`config.mk`:
```
export PLATFORM = sky130hd
export DESIGN_NAME = scsi_initiator_handshake_sequencer
export DESIGN_NICKNAME = d
export VERILOG_FILES = /design/src/rtl/scsi_seq_pkg.sv /design/src/rtl/odd_parity_unit.sv /design/src/rtl/scsi_initiator_handshake_sequencer.sv
export SDC_FILE = /design/constraint.sdc
export NUM_CORES = 1
export LEC_CHECK = 0
export ABC_AREA = 1
export CAP_MARGIN = 40
export CELL_PAD_IN_SITES_DETAIL_PLACEMENT = 1
export CELL_PAD_IN_SITES_GLOBAL_PLACEMENT = 1
export CORE_MARGIN = 5
export CORE_UTILIZATION = 47
export DETAILED_ROUTE_END_ITERATION = 10
export DONT_BUFFER_PORTS = 1
export PLACE_DENSITY_LB_ADDON = 0.1
export SLEW_MARGIN = 20
export SYNTH_ARGS = -nofsm -noshare
export SYNTH_HDL_FRONTEND = slang
export SYNTH_HIERARCHICAL = 1
export SYNTH_SLANG_ARGS = --single-unit
```
`constraint.sdc`:
```
create_clock -name core_clk -period 4.4 [get_ports core_clk]
set_clock_uncertainty 0.15 [all_clocks]
set_input_delay 0.44 -clock core_clk [delete_from_list [all_inputs] [get_ports core_clk]]
set_output_delay 0.44 -clock core_clk [all_outputs]
set_load 0.05 [all_outputs]
```
`src/rtl/scsi_seq_pkg.sv`:
```
// shared constants and types for the initiator handshake sequencer
package scsi_seq_pkg;

  // byte-wide bus, one data byte per handshake
  localparam int PORT_W = 8;

  // i/o addresses of the three ports and the mode word
  localparam logic [7:0] BUS_DATA_PORT_ADDR = 8'hC8;
  localparam logic [7:0] BUS_STATUS_PORT_ADDR = 8'hCA;
  localparam logic [7:0] BUS_CONTROL_PORT_ADDR = 8'hCC;
  localparam logic [7:0] MODE_WORD_ADDR = 8'hCE;

  // control port fields
  localparam int CTL_SEL_BIT = 1;
  localparam int CTL_ATN_BIT = 2;
  localparam int CTL_DISABLE_BIT = 6;
  // disable bit high after reset, like the pulled-up line
  localparam logic [7:0] CTL_RESET = 8'h40;

  // write data bit that steers status-port and mode-word writes
  localparam int IO_DATA_BIT_FOUR = 4;

  // status port fields
  localparam int STS_SEL_BIT = 0;
  localparam int STS_BSY_BIT = 1;
  localparam int STS_DC_BIT = 2;
  localparam int STS_OI_BIT = 3;
  localparam int STS_MSG_BIT = 4;
  localparam int STS_REQ_BIT = 5;
  localparam int STS_RST_BIT = 6;
  localparam int STS_BAD_PARITY_BIT = 7;

  localparam logic [7:0] DATA_RESET = 8'h00;
  localparam logic [7:0] RDATA_UNMAPPED = 8'h00;

  // sequencer states, one-hot
  typedef enum logic [9:0] {
    SEQ_IDLE      = 10'h001,
    SEQ_WR1       = 10'h002,
    SEQ_WR2       = 10'h004,
    SEQ_WR3       = 10'h008,
    SEQ_WR_ACKSET = 10'h010,
    SEQ_WR5       = 10'h020,
    SEQ_WR6       = 10'h040,
    SEQ_RD_ACKSET = 10'h080,
    SEQ_HOLD      = 10'h100,
    SEQ_HOLD_EXIT = 10'h200
  } seq_state_t;

  // processor i/o cycle as seen by the ports
  typedef struct packed {
    logic [7:0] addr;
    logic [7:0] wdata;
    logic io_write_strobe_n;
    logic io_read_strobe_n;
    logic t3_second_phase;
  } io_req_t;

  // target-driven bus control lines, raw active-low levels
  typedef struct packed {
    logic req_n;
    logic dc_n;
    logic oi_n;
    logic msg_n;
    logic bsy_n;
    logic sel_n;
    logic rst_n;
  } scsi_in_t;

  // whole state of the sequencer
  typedef struct packed {
    seq_state_t seq;
    logic ack_enable_latch;
    logic bad_parity;
    logic port_input_flag_n;
    logic [7:0] data_port;
    logic [7:0] ctl_port;
    logic [7:0] rdata;
    logic ack_n;
  } core_state_t;

endpackage

```
`src/rtl/odd_parity_unit.sv`:
```
// odd parity generator and checker for one bus byte
`timescale 1ns/1ns
module odd_parity_unit #(
  parameter int WIDTH = 8
) (
  input wire logic [WIDTH-1:0] data,
  input wire logic par_in,
  output logic par_gen,
  output logic par_bad
);

  generate
    if (WIDTH < 1) begin : g_bad_width
      $error("odd_parity_unit needs at least one data bit");
    end
  endgenerate

  // generated bit makes the count of ones odd
  assign par_gen = ~^data;
  // received byte plus parity must hold an odd count of ones
  assign par_bad = ~^{data, par_in};

endmodule

```
`src/rtl/scsi_initiator_handshake_sequencer.sv`:
```
// initiator-side REQ/ACK sequencer behind data, status and control ports
//
// Operation
// RL1: data write phase: target holds data/command, out/in, message deasserted.
// RL2: DMA request when REQ asserted with data/command deasserted.
// RL3: write path starts on data port write in T3 second phase.
// RL4: DMA request drops as soon as the i/o write strobe goes low.
// RL5: write path: three states, ACK enable state, two states, idle with ACK.
// RL6: once started, one state step per processor clock edge.
// RL7: in data read the target sets up stable data before REQ.
// RL8: data port read with out/in asserted jumps to ACK enable state.
// RL9: in data read the DMA request ends when leaving idle.
// RL10: status phase uses the read path, no DMA request.
// RL11: message read uses the read path, no DMA request, one phase.
// RL12: message write only after attention; uses the write path.
// RL13: software asserts attention through control port bit 2.
// RL14: interrupt whenever REQ and data/command are both asserted.
// RL15: status port write with bit 4 low enters the hold state.
// RL16: hold state arms interrupt on any REQ, data phases included.
// RL17: status port read in hold clears bad parity and returns idle.
// RL18: bad-parity latch set on wrong odd parity in read phases; bit 7.
// RL19: status port write with bit 4 high in idle clears bad parity.
// RL20: odd parity driven on every write; generation leaves latch alone.
// RL21: no arbitration and no reselection logic.
// RL22: software enables the port by clearing control bit 6.
// RL23: one REQ/ACK handshake per byte, ACK held until REQ drops.
// RL24: transceiver on for port input or bus output; direction from out/in.
// RL25: control bit 6 high forces the sequencer to idle.
// RL26: after reset DMA request, interrupt, ACK and ACK enable are off.
`timescale 1ns/1ns
module scsi_initiator_handshake_sequencer (
  input wire logic core_clk,
  input wire logic nrst,
  input wire scsi_seq_pkg::io_req_t io_req,
  output logic [7:0] io_rdata,
  input wire scsi_seq_pkg::scsi_in_t scsi_in,
  input wire logic [scsi_seq_pkg::PORT_W-1:0] db_in,
  output logic [scsi_seq_pkg::PORT_W-1:0] db_out,
  output logic db_oe,
  input wire logic parity_in,
  output logic parity_drive_a,
  output logic parity_drive_b,
  output logic parity_oe,
  output logic ack_n,
  output logic atn_n,
  output logic sel_n,
  output logic dma_request,
  output logic scsi_interrupt,
  output logic transceiver_enable_n,
  output logic transceiver_direction
);

  scsi_seq_pkg::core_state_t state_r;
  scsi_seq_pkg::core_state_t state_nxt;

  logic enabled;
  logic io_wr;
  logic io_rd;
  logic data_wr;
  logic data_wr_t3;
  logic data_rd;
  logic status_wr;
  logic status_rd;
  logic ctl_wr;
  logic mode_wr;
  logic req;
  logic dc_asserted;
  logic oi_asserted;
  logic bit_four;
  logic in_idle;
  logic in_hold;
  logic par_gen;
  logic par_bad;
  logic set_bad_parity;
  logic clr_bad_parity;
  logic enter_ack_set;
  logic [7:0] status_word;

  // parity for the byte driven out and for the byte coming in
  odd_parity_unit #(
    .WIDTH(scsi_seq_pkg::PORT_W)
  ) u_gen_parity (
    .data(state_r.data_port),
    .par_in(1'b0),
    .par_gen(par_gen),
    .par_bad()
  );

  odd_parity_unit #(
    .WIDTH(scsi_seq_pkg::PORT_W)
  ) u_chk_parity (
    .data(db_in),
    .par_in(parity_in),
    .par_gen(),
    .par_bad(par_bad)
  );

  // every port write repeats while its strobe stays low, harmless for
  // the level registers; the sequencer only ever starts from idle
  // port decode; strobes are active low
  assign io_wr = !io_req.io_write_strobe_n;
  assign io_rd = !io_req.io_read_strobe_n;
  assign data_wr = io_wr && (io_req.addr == scsi_seq_pkg::BUS_DATA_PORT_ADDR);
  assign data_wr_t3 = data_wr && io_req.t3_second_phase; // RL3
  assign data_rd = io_rd && (io_req.addr == scsi_seq_pkg::BUS_DATA_PORT_ADDR);
  assign status_wr = io_wr &&
    (io_req.addr == scsi_seq_pkg::BUS_STATUS_PORT_ADDR);
  assign status_rd = io_rd &&
    (io_req.addr == scsi_seq_pkg::BUS_STATUS_PORT_ADDR);
  assign ctl_wr = io_wr &&
    (io_req.addr == scsi_seq_pkg::BUS_CONTROL_PORT_ADDR);
  assign mode_wr = io_wr && (io_req.addr == scsi_seq_pkg::MODE_WORD_ADDR);
  assign bit_four = io_req.wdata[scsi_seq_pkg::IO_DATA_BIT_FOUR];

  // bus lines in asserted-high form
  assign req = !scsi_in.req_n;
  assign dc_asserted = !scsi_in.dc_n;
  assign oi_asserted = !scsi_in.oi_n;

  // enable is control bit 6 inverted, so the block wakes up disabled
  assign enabled = !state_r.ctl_port[scsi_seq_pkg::CTL_DISABLE_BIT]; // RL22
  assign in_idle = (state_r.seq == scsi_seq_pkg::SEQ_IDLE);
  assign in_hold = (state_r.seq == scsi_seq_pkg::SEQ_HOLD);

  // status word: raw bus levels plus the sticky parity error
  always_comb begin
    status_word = 8'h00;
    status_word[scsi_seq_pkg::STS_SEL_BIT] = scsi_in.sel_n;
    status_word[scsi_seq_pkg::STS_BSY_BIT] = scsi_in.bsy_n;
    status_word[scsi_seq_pkg::STS_DC_BIT] = scsi_in.dc_n;
    status_word[scsi_seq_pkg::STS_OI_BIT] = scsi_in.oi_n;
    status_word[scsi_seq_pkg::STS_MSG_BIT] = scsi_in.msg_n;
    status_word[scsi_seq_pkg::STS_REQ_BIT] = scsi_in.req_n;
    status_word[scsi_seq_pkg::STS_RST_BIT] = scsi_in.rst_n;
    status_word[scsi_seq_pkg::STS_BAD_PARITY_BIT] = state_r.bad_parity; // RL18
  end

  // parity latch events; read-path start is the only byte-in sample
  // point, since the target already holds stable data under REQ
  assign set_bad_parity = enabled && in_idle && data_rd && oi_asserted &&
    par_bad; // RL18 RL7
  assign clr_bad_parity =
    (in_idle && status_wr && bit_four) || // RL19
    (state_r.seq == scsi_seq_pkg::SEQ_HOLD_EXIT); // RL17

  // next-state logic for the whole block
  always_comb begin
    state_nxt = state_r;
    enter_ack_set = 1'b0;

    // sequencer walk, one step per clock once started
    case (state_r.seq)
      scsi_seq_pkg::SEQ_IDLE: begin
        if (data_wr_t3 && !oi_asserted) begin
          state_nxt.seq = scsi_seq_pkg::SEQ_WR1; // RL3 RL12 RL1
        end else if (data_rd && oi_asserted) begin
          state_nxt.seq = scsi_seq_pkg::SEQ_RD_ACKSET; // RL8 RL10 RL11
        end else if (status_wr && !bit_four) begin
          state_nxt.seq = scsi_seq_pkg::SEQ_HOLD; // RL15
        end
      end
      scsi_seq_pkg::SEQ_WR1: begin
        state_nxt.seq = scsi_seq_pkg::SEQ_WR2; // RL5 RL6
      end
      scsi_seq_pkg::SEQ_WR2: begin
        state_nxt.seq = scsi_seq_pkg::SEQ_WR3; // RL5 RL6
      end
      scsi_seq_pkg::SEQ_WR3: begin
        state_nxt.seq = scsi_seq_pkg::SEQ_WR_ACKSET; // RL5 RL6
      end
      scsi_seq_pkg::SEQ_WR_ACKSET: begin
        state_nxt.seq = scsi_seq_pkg::SEQ_WR5; // RL5 RL6
      end
      scsi_seq_pkg::SEQ_WR5: begin
        state_nxt.seq = scsi_seq_pkg::SEQ_WR6; // RL5 RL6
      end
      scsi_seq_pkg::SEQ_WR6: begin
        state_nxt.seq = scsi_seq_pkg::SEQ_IDLE; // RL5 RL6
      end
      scsi_seq_pkg::SEQ_RD_ACKSET: begin
        state_nxt.seq = scsi_seq_pkg::SEQ_IDLE; // RL8 RL6
      end
      scsi_seq_pkg::SEQ_HOLD: begin
        // the only state besides idle that waits on software
        if (status_rd) begin
          state_nxt.seq = scsi_seq_pkg::SEQ_HOLD_EXIT; // RL17
        end
      end
      scsi_seq_pkg::SEQ_HOLD_EXIT: begin
        state_nxt.seq = scsi_seq_pkg::SEQ_IDLE; // RL17
      end
      default: begin
        state_nxt.seq = scsi_seq_pkg::SEQ_IDLE;
      end
    endcase

    // disabled port pins the sequencer at idle
    if (!enabled) begin
      state_nxt.seq = scsi_seq_pkg::SEQ_IDLE; // RL25
    end

    // ACK enable: set in either ACK-set state, dropped when REQ goes
    enter_ack_set =
      (state_nxt.seq == scsi_seq_pkg::SEQ_WR_ACKSET) ||
      (state_nxt.seq == scsi_seq_pkg::SEQ_RD_ACKSET);
    if (!req || !enabled) begin
      state_nxt.ack_enable_latch = 1'b0; // RL23 RL26
    end else if (enter_ack_set) begin
      state_nxt.ack_enable_latch = 1'b1; // RL5 RL8
    end

    // ACK only shows once back at idle, so the delay states give the
    // driven byte time to settle on the cable first
    state_nxt.ack_n = !(state_nxt.ack_enable_latch && enabled &&
      (state_nxt.seq == scsi_seq_pkg::SEQ_IDLE)); // RL5 RL8 RL23

    // sticky parity error, a new error beats a same-cycle clear
    if (set_bad_parity) begin
      state_nxt.bad_parity = 1'b1; // RL18
    end else if (clr_bad_parity) begin
      state_nxt.bad_parity = 1'b0; // RL17 RL19
    end

    // port registers written from the processor
    if (data_wr) begin
      state_nxt.data_port = io_req.wdata;
    end
    if (ctl_wr) begin
      state_nxt.ctl_port = io_req.wdata; // RL13 RL22
    end
    if (mode_wr) begin
      state_nxt.port_input_flag_n = !bit_four; // RL24
    end

    // read data captured while the strobe is low; unmapped addresses
    // read as zero rather than a stale byte
    if (io_rd) begin
      case (io_req.addr)
        scsi_seq_pkg::BUS_DATA_PORT_ADDR: begin
          state_nxt.rdata = db_in;
        end
        scsi_seq_pkg::BUS_STATUS_PORT_ADDR: begin
          state_nxt.rdata = status_word;
        end
        scsi_seq_pkg::BUS_CONTROL_PORT_ADDR: begin
          state_nxt.rdata = state_r.ctl_port;
        end
        default: begin
          state_nxt.rdata = scsi_seq_pkg::RDATA_UNMAPPED;
        end
      endcase
    end
  end

  // single state register, synchronous active-low reset
  always_ff @(posedge core_clk) begin
    if (!nrst) begin
      state_r.seq <= scsi_seq_pkg::SEQ_IDLE;
      state_r.ack_enable_latch <= 1'b0; // RL26
      state_r.bad_parity <= 1'b0;
      state_r.port_input_flag_n <= 1'b1;
      state_r.data_port <= scsi_seq_pkg::DATA_RESET;
      state_r.ctl_port <= scsi_seq_pkg::CTL_RESET; // RL25 RL26
      state_r.rdata <= scsi_seq_pkg::DATA_RESET;
      state_r.ack_n <= 1'b1; // RL26
    end else begin
      state_r <= state_nxt;
    end
  end

  // DMA request only in idle on a data-phase REQ; dropped at once by
  // the write strobe so one REQ never yields two transfers
  assign dma_request = enabled && in_idle && req && !dc_asserted &&
    !state_r.ack_enable_latch && !data_wr; // RL2 RL4 RL9 RL10 RL11

  // interrupt on command-type REQ, or any REQ while held
  assign scsi_interrupt = enabled && req &&
    (dc_asserted || in_hold); // RL14 RL16

  assign ack_n = state_r.ack_n;
  assign io_rdata = state_r.rdata;

  // control lines come straight from the control port
  assign atn_n = !(enabled && state_r.ctl_port[scsi_seq_pkg::CTL_ATN_BIT]);
  assign sel_n = !(enabled && state_r.ctl_port[scsi_seq_pkg::CTL_SEL_BIT]);

  // transceiver and bus drive; out/in deasserted means initiator drives
  assign transceiver_enable_n = !(enabled &&
    (!state_r.port_input_flag_n || !oi_asserted)); // RL24
  assign transceiver_direction = scsi_in.oi_n; // RL24
  assign db_out = state_r.data_port;
  assign db_oe = enabled && !oi_asserted && state_r.port_input_flag_n;

  // parity follows the driven byte on every write cycle and never
  // touches the error latch
  assign parity_drive_a = par_gen; // RL20
  assign parity_drive_b = par_gen; // RL20
  assign parity_oe = db_oe; // RL20

  // no arbitration or reselection: selection is plain software on
  // the control port, and the sequencer never leaves idle for it
  // RL21

endmodule

```
* After elaboration in Yosys (flattened, before gate mapping)
Cells that the tools add are included.
Storage, ports and cells: word-level logic and storage cells 85, register bits after elaboration 38, input port bits 37, output and inout bits 27
Cells by class: multiplexer cells 11, reduce and logical (&&, ||, !) cells 51, equality and inequality tests 15
Operators by type and width (count):
- case mux 10 bit (7 select lines) | 1
- two-way mux 10 bit | 5
- == test 8 bit, second input constant | 4
- logical AND 1 bit | 29
- case mux 8 bit (3 select lines) | 1
- == test 10 x 1 -> 1 bit, second input constant | 2
- == test 10 x 5 -> 1 bit, second input constant | 2
- zero test 1 bit | 14
- == test 10 bit, second input constant | 1
- == test 10 x 2 -> 1 bit, second input constant | 1
- == test 10 x 3 -> 1 bit, second input constant | 1
- == test 10 x 4 -> 1 bit, second input constant | 1
- == test 10 x 6 -> 1 bit, second input constant | 1
- == test 10 x 8 -> 1 bit, second input constant | 1
- == test 10 x 9 -> 1 bit, second input constant | 1
- XNOR reduction 9 bit | 1
- XNOR reduction 8 bit | 1
- logical OR 1 bit | 5
- two-way mux 1 bit | 4
- nonzero test 2 bit | 1

* Longest topological paths before layout
Gate-level depths: netlist of the first run.
depth in word-level cells 15, mapped depth 11, depth with buffers taken out 11

* By module
The synthesis of the first run kept the hierarchy.
Modules (own cells, without submodules):
- scsi_initiator_handshake_sequencer | sequential area each 760.7 um2, cells an instance 299, instances 1, area an instance 2163.3 um2
- odd_parity_unit | sequential area each 0.0 um2, cells an instance 73, instances 2, area an instance 296.5 um2

* Worst setup path before layout of the first run
OpenSTA, ideal clock, no wires.
path type input to output, start point in io_req[2] (netlist name), end point out dma_request, required time 3.810 ns, buffers on the path 2, arrival 2.175 ns, slack 1.635 ns, stages 6, path through buf_4 > inv_1 > clkbuf_1 > nand2_2 > nand4_1 > nor3_1
On the way: word-level cells in the longest chain between the ends 4
Ends and longest elaborated chain:
- start, declared | RTL line scsi_initiator_handshake_sequencer.sv:34 | input wire scsi_seq_pkg::io_req_t io_req,
- zero test 1 bit | RTL line scsi_initiator_handshake_sequencer.sv:101 | assign io_wr = !io_req.io_write_strobe_n;
- logical AND 1 bit | RTL line scsi_initiator_handshake_sequencer.sv:103 | assign data_wr = io_wr && (io_req.addr == scsi_seq_pkg::BUS_DATA_PORT_ADDR);
- zero test 1 bit | RTL line scsi_initiator_handshake_sequencer.sv:274 | !state_r.ack_enable_latch && !data_wr;
- logical AND 1 bit | RTL line scsi_initiator_handshake_sequencer.sv:274
- end, declared | RTL line scsi_initiator_handshake_sequencer.sv:47 | output logic dma_request,
Every way passes these cells.

* Worst setup path after layout of the first run
start point reg state_r (netlist bit db_out[5]), end point out parity_drive_a
On the way: word-level cells in the longest chain between the ends 1
Ends and longest elaborated chain:
- start, declared | RTL line scsi_initiator_handshake_sequencer.sv:53 | scsi_seq_pkg::core_state_t state_r;
- start signal, assigned | RTL line scsi_initiator_handshake_sequencer.sv:267 | state_r <= state_nxt;
- XNOR reduction 8 bit | RTL line odd_parity_unit.sv:19 | assign par_gen = ~^data;
- end, declared | RTL line scsi_initiator_handshake_sequencer.sv:41 | output logic parity_drive_a,
Every way passes these cells.

==> impl_metrics.yaml, run 1 <==
power_and_ir_drop:
  p_int_uw: 526
  report.power.total_uw: 686
  power_leakage_nw: 1.14
  p_comb_frac: 0.066
  p_sw_uw: 160
  switching_share: 0.233
  power_frac_seq: 0.503
  powerDensity_mw_per_mm2: 271
  peakVddDrop_mv: 0.173
  power_frac_clock: 0.432
floorplan:
  die_h_um: 82.8
  coreArea_mm2: 0.00514
  ios: 64
  initial_core_util: 0.485
  row_count: 26
  die_w_um: 82.8
  fp.dieArea_mm2: 0.00686
timing:
  final_max_slew_viol_count: 0
  setup-tns-final_ns: 0
  max_freq_ghz: 0.366
  setup_violations: 0
  slew_headroom: 0.404
  fin_crit_ns: 2.73
  hold_violations: 0
  finalCritPeriodShare: 0.620
  tightest_slew_ns: 0.889
  rsz0062_at_grt: "no"
clock_network:
  holdBufCountCts: 0
  htree_levels: 2
  worstSkewPairLatency_ns: 0.29
  clk_pin_slew_ns: 0.08
  clock-sinks: 38
  clockRootBuffer: "clkbuf_8"
  cts_resized: 0
  cts_setup_buffers: 0
  cts_tree: "yes"
  cts_buffers: 5
  clockBufferDepth: 2
global_routing:
  grt_pass1_wl_um: 10900
  grt_remaining_overflow: 0
  grt_usage: 0.192
  grt_max_degree: 29
  grt_antenna_before_repair: 0
  grt_pass1_vias: 2297
worst_hold_path:
  hold_path.class: "in -> reg"
logic_synthesis:
  synth_area_mm2: 0.00249
  avgSynthCellArea_um2: 6.54
  syn_inst: 381
  synthesis.nets: 418
  yosysWarnings: 6
critical_path:
  critPathKind: "reg -> out"
  required_ns: 3.81
  cp-start-kind: "flip-flop"
  arrival_ns: 2.14
  crit_path_end_kind: "output port"
  cp_max_fo: 4
cells_and_area:
  num_antenna_cells: 0
  syn_to_final_growth_pct: 1.41
  fill_cells: 715
  drive_gt1_frac: 0.120
  final_common_cell: "nand2_1"
  nNetsFinal: 403
  layout_common_cells: "115 x nand2_1, 47 x inv_1, 38 x dfxtp_1"
routing:
  avgRoutedWirePerCell_um: 15.1
  drtIter0Drc: 71
  via_count: 2282
  drc: 0
  routed_wl_um: 6600
  ant_nets: 0
  via_per_inst: 5.22
  dr.pass1.iters: 4
placement:
  hpwl_um: 5270
  place.gp.congestion: 0.813
  portBuffers: 0
outcome:
  outcome: "completed"
run:
  maxCapViolCount: 0
==> power by group through the flow <==
stage / logic [mW] / registers, mW / clock network (mW)
finish: 0.0450 / 0.345 / 0.296
global route: 0.0515 / 0.345 / 0.315
CTS: 0.0456 / 0.345 / 0.299
detailed placement: 0.0454 / 0.353 / 0
global placement: 0.0434 / 0.353 / 0
floorplan: 0.0472 / 0.352 / 0
==> per-stage QoR <==
step / util / area, um^2 / setup WS, ns / std cells / hold WS, ns
5_1_grt: 0.492 / 2530 / 1.52 / 437 / 0.0910
6_report: 0.492 / 2530 / 1.67 / 437 / 0.0912
4_1_cts: 0.492 / 2530 / 1.66 / 437 / 0.0910
2_1_floorplan: - / 2490 / 1.63 / 381 / 0.287
3_5_place_dp: 0.471 / 2420 / 1.99 / 429 / 0.326
3_3_place_gp: 0.464 / 2380 / 2.00 / 424 / 0.308
==> flip-flops by register name (all words and copies together), names as in the netlist <==
| register | flops |
|---|---|
| state_r | 21 |
| db_out | 8 |
| io_rdata | 8 |
| ack_n | 1 |
==> final timing paths <==
| kind | startpoint | to | slack [ns] | depth (start not counted) |
|---|---|---|---|---|
| setup / recovery | db_out[5] | parity_drive_a | 1.67 | 8 |
| setup reg to reg | state_r[30] | ack_n | 2.65 | 10 |
| hold reg to reg | state_r[25] | state_r[25] | 0.34 | 2 |
| hold / removal | nrst | state_r[28] | 0.09 | 1 |
==> worst max-delay path, stage by stage, from the launching register on <==
cell     delay [ns]
dfxtp_1        0.68
inv_1          0.10
nand2_1        0.08
nand2_1        0.07
xor2_1         0.19
inv_1          0.06
nand2_1        0.05
nand2_1        0.31
buf_6          0.29
==> final cells by class <==
class	instances	area [um^2]	share of cell area
clock buffer	7	76.3	0.0302
clock inverter	1	30.0	0.0119
inverter	52	200	0.0792
multi-input combinational	263	1330	0.524
sequential	38	761	0.301
tap	70	87.6	0.0346
timing repair buffer	6	48.8	0.0193
==> routing by layer <==
layer,vias up,track usage,part of all wire
met5,-,0,0
met4,0,0.0520,0.014
met3,9,0.0634,0.071
met2,54,0.324,0.47
met1,1061,0.233,0.44
li1,1158,-,-
Note: power is estimated with default switching activity, not from simulation.
==> run 2: changes to the inputs <==
Settings changed: CORE_UTILIZATION 47 to 39.
Clock period 4.4 ns to 2.5 ns, I/O delays scaled along.
==> run 2 against run 1 <==
Effect of this change:
- routed wire length is 3.6% higher
- setup slack worse by 1.2 ns
- count of clock-buffer cells in the layout is 1 lower
- combinational power is 130% higher
- critical path depth is 2 lower
- core utilization is 5.3 points lower
- hold slack worse by 0.085 ns
- register-to-register slack worse by 1.8 ns
- clock power is 120% higher
- sequential power is 76% higher
- cell area is 8.9% higher
- non-clock buffer count is 20 higher
- highest routed layer unchanged
==> impl_metrics.yaml, run 2 (synthesis gave the netlist of run 1 again) <==
cells_and_area:
  num_antenna_cells: 0
  layout_common_cells: "115 x nand2_1, 47 x inv_1, 38 x dfxtp_1"
  largest-register: "state_r"
  stdcell_area_mm2: 0.00275
  nNetsFinal: 423
  drive_gt1_frac: 0.142
  fin_cells: 464
  largest_reg_flops: 21
  syn_to_final_growth_pct: 10.4
  final_common_cell: "nand2_1"
routing:
  routed_wl_um: 6840
  via_per_inst: 5.02
  avgRoutedWirePerCell_um: 14.7
  drc: 0
  ant_nets: 0
  via_count: 2329
  dr.pass1.iters: 4
  drtIter0Drc: 68
clock_network:
  htree_levels: 2
  cts_setup_buffers: 0
  clk_pin_slew_ns: 0.08
  clockRootBuffer: "clkbuf_8"
  clockBufferDepth: 2
  cts_resized: 0
  clock-sinks: 38
  worstSkewPairLatency_ns: 0.30
  cts_tree: "yes"
  cts_buffers: 5
floorplan:
  row_count: 29
  ios: 64
  fp.dieArea_mm2: 0.00809
  die_h_um: 90.0
  coreArea_mm2: 0.00628
  die_w_um: 90.0
  initial_core_util: 0.397
timing:
  rsz0062_at_grt: "no"
  setup-tns-final_ns: 0
  final_max_slew_viol_count: 0
  finalCritPeriodShare: 0.820
  fin_crit_ns: 2.05
  hold_violations: 0
  max_freq_ghz: 0.488
  slew_headroom: 0.628
  tightest_slew_ns: 0.557
  setup_violations: 0
placement:
  hpwl_um: 5360
  place.gp.congestion: 0.859
  portBuffers: 0
  postPlaceCellArea_mm2: 0.00249
  dpl.cell_count: 444
critical_path:
  crit_path_end_kind: "output port"
  path_delay_family: "simple AND/OR/NAND/NOR gates"
  path_cells: "nor2_1, nand2_1, nor3_2, inv_1, a21oi_1, buf_4"
  critPathKind: "reg -> out"
  cp_slowest_cell: "dfxtp_1"
  cp_max_fo: 3
  required_ns: 2.10
  path_buf_inv: 2
  slowest_delay_ns: 0.33
  cp-start-kind: "flip-flop"
  arrival_ns: 1.65
global_routing:
  grt_max_degree: 29
  grt_pass1_vias: 2393
  met3_usage: 0.0492
  grtUsageMet1: 0.223
  grt_antenna_before_repair: 0
  grt_usage: 0.173
  use_met2: 0.281
  busiest_layer: "met2"
  grt_remaining_overflow: 0
  grt_pass1_wl_um: 11700
power_and_ir_drop:
  powerDensity_mw_per_mm2: 496
  peakVddDrop_mv: 0.281
  power_leakage_nw: 1.26
run:
  maxCapViolCount: 0
worst_hold_path:
  hold_path.class: "in -> reg"
outcome:
  outcome: "completed"
-- run 2: path summary, 6_finish.rpt --
check                    from              to  slack [ns]  cells past startpoint
hold reg to reg     db_out[0]       db_out[0]        0.32                      2
setup / recovery  state_r[28]  scsi_interrupt        0.45                      6
hold / removal      io_req[7]       db_out[4]       0.006                      2
setup reg to reg  state_r[30]           ack_n        0.84                     10
-- run 2: layout make-up --
type / count / area [um^2]
Clock buffer: 6 / 82.6
Sequential cell: 38 / 761
Fill cell: 832 / 3520
Inverter: 52 / 200
Timing Repair Buffer: 26 / 229
Tap cell: 77 / 96.3
Multi-Input combinational cell: 263 / 1330
Clock inverter: 2 / 60.1
-- run 2: metal layers --
| metal | part of all wire | vias to the layer above | wire (um) |
|---|---|---|---|
| li1 | - | 1190 | - |
| met1 | 0.46 | 1084 | 3180 |
| met2 | 0.47 | 47 | 3190 |
| met3 | 0.055 | 8 | 377 |
| met4 | 0.013 | 0 | 89 |
| met5 | 0 | - | 0 |
-- run 2: stage by stage --
| stage | utilization | power (mW) | setup WS (ns) | hold WS [ns] |
|---|---|---|---|---|
| after global placement | 0.396 | 0.699 | 0.718 | 0.208 |
| after floorplan | - | 0.703 | 0.115 | 0.212 |
| after detailed placement | 0.397 | 0.703 | 0.665 | 0.211 |
| final | 0.439 | 1.37 | 0.450 | 0.00592 |
| after global routing | 0.439 | 1.42 | 0.288 | 0.00225 |
| after CTS | 0.439 | 1.39 | 0.432 | 0.00660 |
-- run 2: where the power goes --
part           leakage (nW)  switching [mW]  internal, mW  total, mW
Combinational         0.879          0.0695        0.0342      0.104
Sequential            0.306         0.00127         0.605      0.607
Clock                0.0714           0.230         0.426      0.656
-- run 2: repair_timing --
action                                  4_1_cts  5_1_grt
hold buffers                                 12        0
endpoints found under the setup margin        0        0
hold endpoints to repair                     25        0
==> run 3: changes to the inputs <==
Clock period 2.5 ns to 1.75 ns, I/O delays scaled along.
==> run 3 against run 2 <==
Effect of this change:
- the run now ends with setup timing left
- power rose by 33%
- global-route usage rose by 0.82 points
- count of clock-buffer cells in the layout did not move
- combinational power rose by 56%
- die area did not move
- cell count rose by 4.3%
- non-clock buffer count rose by 21
- register-to-register slack got worse by 0.74 ns
- routed wire length rose by 10%
==> impl_metrics.yaml, run 3 (synthesis gave the netlist of run 1 again) <==
outcome:
  outcome: "finished with violations"
  violations: "setup timing"
cells_and_area:
  num_antenna_cells: 0
  drive_gt1_frac: 0.268
  final_common_cell: "nand2_1"
  layout_common_cells: "106 x nand2_1, 44 x inv_1, 32 x nand3_1"
  nNetsFinal: 444
  final_util: 0.489
  syn_to_final_growth_pct: 23.1
  fin_cells: 484
  largest-register: "state_r"
  largest_reg_flops: 21
placement:
  place.gp.congestion: 0.816
  dpl.cell_count: 453
  portBuffers: 0
  hpwl_um: 5610
timing:
  hold_violations: 0
  final_max_slew_viol_count: 0
  tightest_slew_ns: 0.524
  hold_slack_ns: 0.0126
  slew_headroom: 0.650
  setup_violations: 4
  max_freq_ghz: 0.554
  setup_ws_ns: -0.0536
  setup-tns-final_ns: -0.0685
  rsz0062_at_grt: "yes"
  fin_crit_ns: 1.80
  finalCritPeriodShare: 1.03
routing:
  avgRoutedWirePerCell_um: 15.6
  ant_nets: 0
  via_per_inst: 4.97
  drc: 0
  drtIter0Drc: 104
  via_count: 2407
  routed_wl_um: 7540
  dr.pass1.iters: 4
power_and_ir_drop:
  power_leakage_nw: 1.39
  report.power.total_mw: 1.81
  powerDensity_mw_per_mm2: 590
  peakVddDrop_mv: 0.312
critical_path:
  crit_path_end_kind: "output port"
  critPathKind: "reg -> out"
  crit_start: "state_r[36]"
  cp-start-kind: "flip-flop"
  cp_max_fo: 2
  crit-reg2reg-launch: "state_r[31]"
  arrival_ns: 1.48
  required_ns: 1.42
floorplan:
  die_h_um: 90.0
  fp.dieArea_mm2: 0.00809
  coreArea_mm2: 0.00628
  die_w_um: 90.0
  row_count: 29
  ios: 64
  initial_core_util: 0.397
clock_network:
  clockBufferDepth: 2
  cts_buffers: 5
  cts_tree: "yes"
  clockRootBuffer: "clkbuf_8"
  worstSkewPairLatency_ns: 0.30
  clock-sinks: 38
  htree_levels: 2
  clk_pin_slew_ns: 0.07
worst_hold_path:
  holdCritStartpoint: "io_req[0]"
  hold_path.class: "in -> reg"
global_routing:
  grt_max_degree: 23
  grt_pass1_vias: 2487
  grt_pass1_wl_um: 12200
  grt_usage: 0.181
  grt_antenna_before_repair: 0
  grt_remaining_overflow: 0
run:
  maxCapViolCount: 0
run 3: cell types whose count changed in the layout (fill, tap and decap cells not counted), moves of 8 or more:
cell | previous run | this run
dfxtp_2 | 0 | 12
buf_4 | 13 | 28
nor2_1 | 32 | 24
nand2_1 | 115 | 106
nand2_2 | 7 | 16
dfxtp_1 | 38 | 26
run 3: path summary, 6_finish.rpt:
kind / end / slack, ns / cells past startpoint
worst max-delay path: scsi_interrupt / -0.05 / 6
worst min-delay path: state_r[29] / 0.01 / 4
worst max register to register: ack_n / 0.10 / 11
worst min register to register: io_rdata[7] / 0.32 / 2
run 3: what timing repair did:
item | CTS | global route
resized for setup | 15 | 33
endpoints found under the hold margin | 28 | 0
setup endpoints to repair | 4 | 13
pin swaps | 4 | 21
hold buffers | 16 | 0
setup buffers | 4 | 4
run 3: layout make-up:
type                    count  area, um^2
well taps                  77        96.3
flip-flops and latches     38         776
fillers                   808        3210
multi-input cells         263        1460
clock inverters             1        30.0
clock buffers               6        82.6
inverters                  52         200
repair buffers             47         424
run 3: worst max-delay path, cell delays in order (launching register included):
cell     delay [ns]
dfxtp_2        0.37
inv_2          0.05
or2_4          0.23
nor3_4         0.15
inv_2          0.08
a21oi_4        0.14
buf_12         0.15
run 3: layer usage:
metal	routed length, um	vias up	track usage	share of wire
li1	-	1230	-	-
met4	76	0	0.0447	0.010
met3	419	7	0.0484	0.056
met5	0	-	0	0
met1	3280	1122	0.219	0.43
met2	3770	48	0.318	0.50
run 3: per-stage QoR:
step           worst slack (ns)  instance area (um^2)
3_5_place_dp             0.0811                  2590
2_1_floorplan           -0.0703                  2510
6_report                -0.0536                  3070
3_3_place_gp              0.160                  2590
4_1_cts                  -0.123                  2940
5_1_grt                 -0.0946                  3070
run 3: where the power goes:
part | internal, mW | switching (mW)
Combinational | 0.0577 | 0.104
Sequential | 0.864 | 0.00180
Clock | 0.456 | 0.328
Total | 1.38 | 0.434
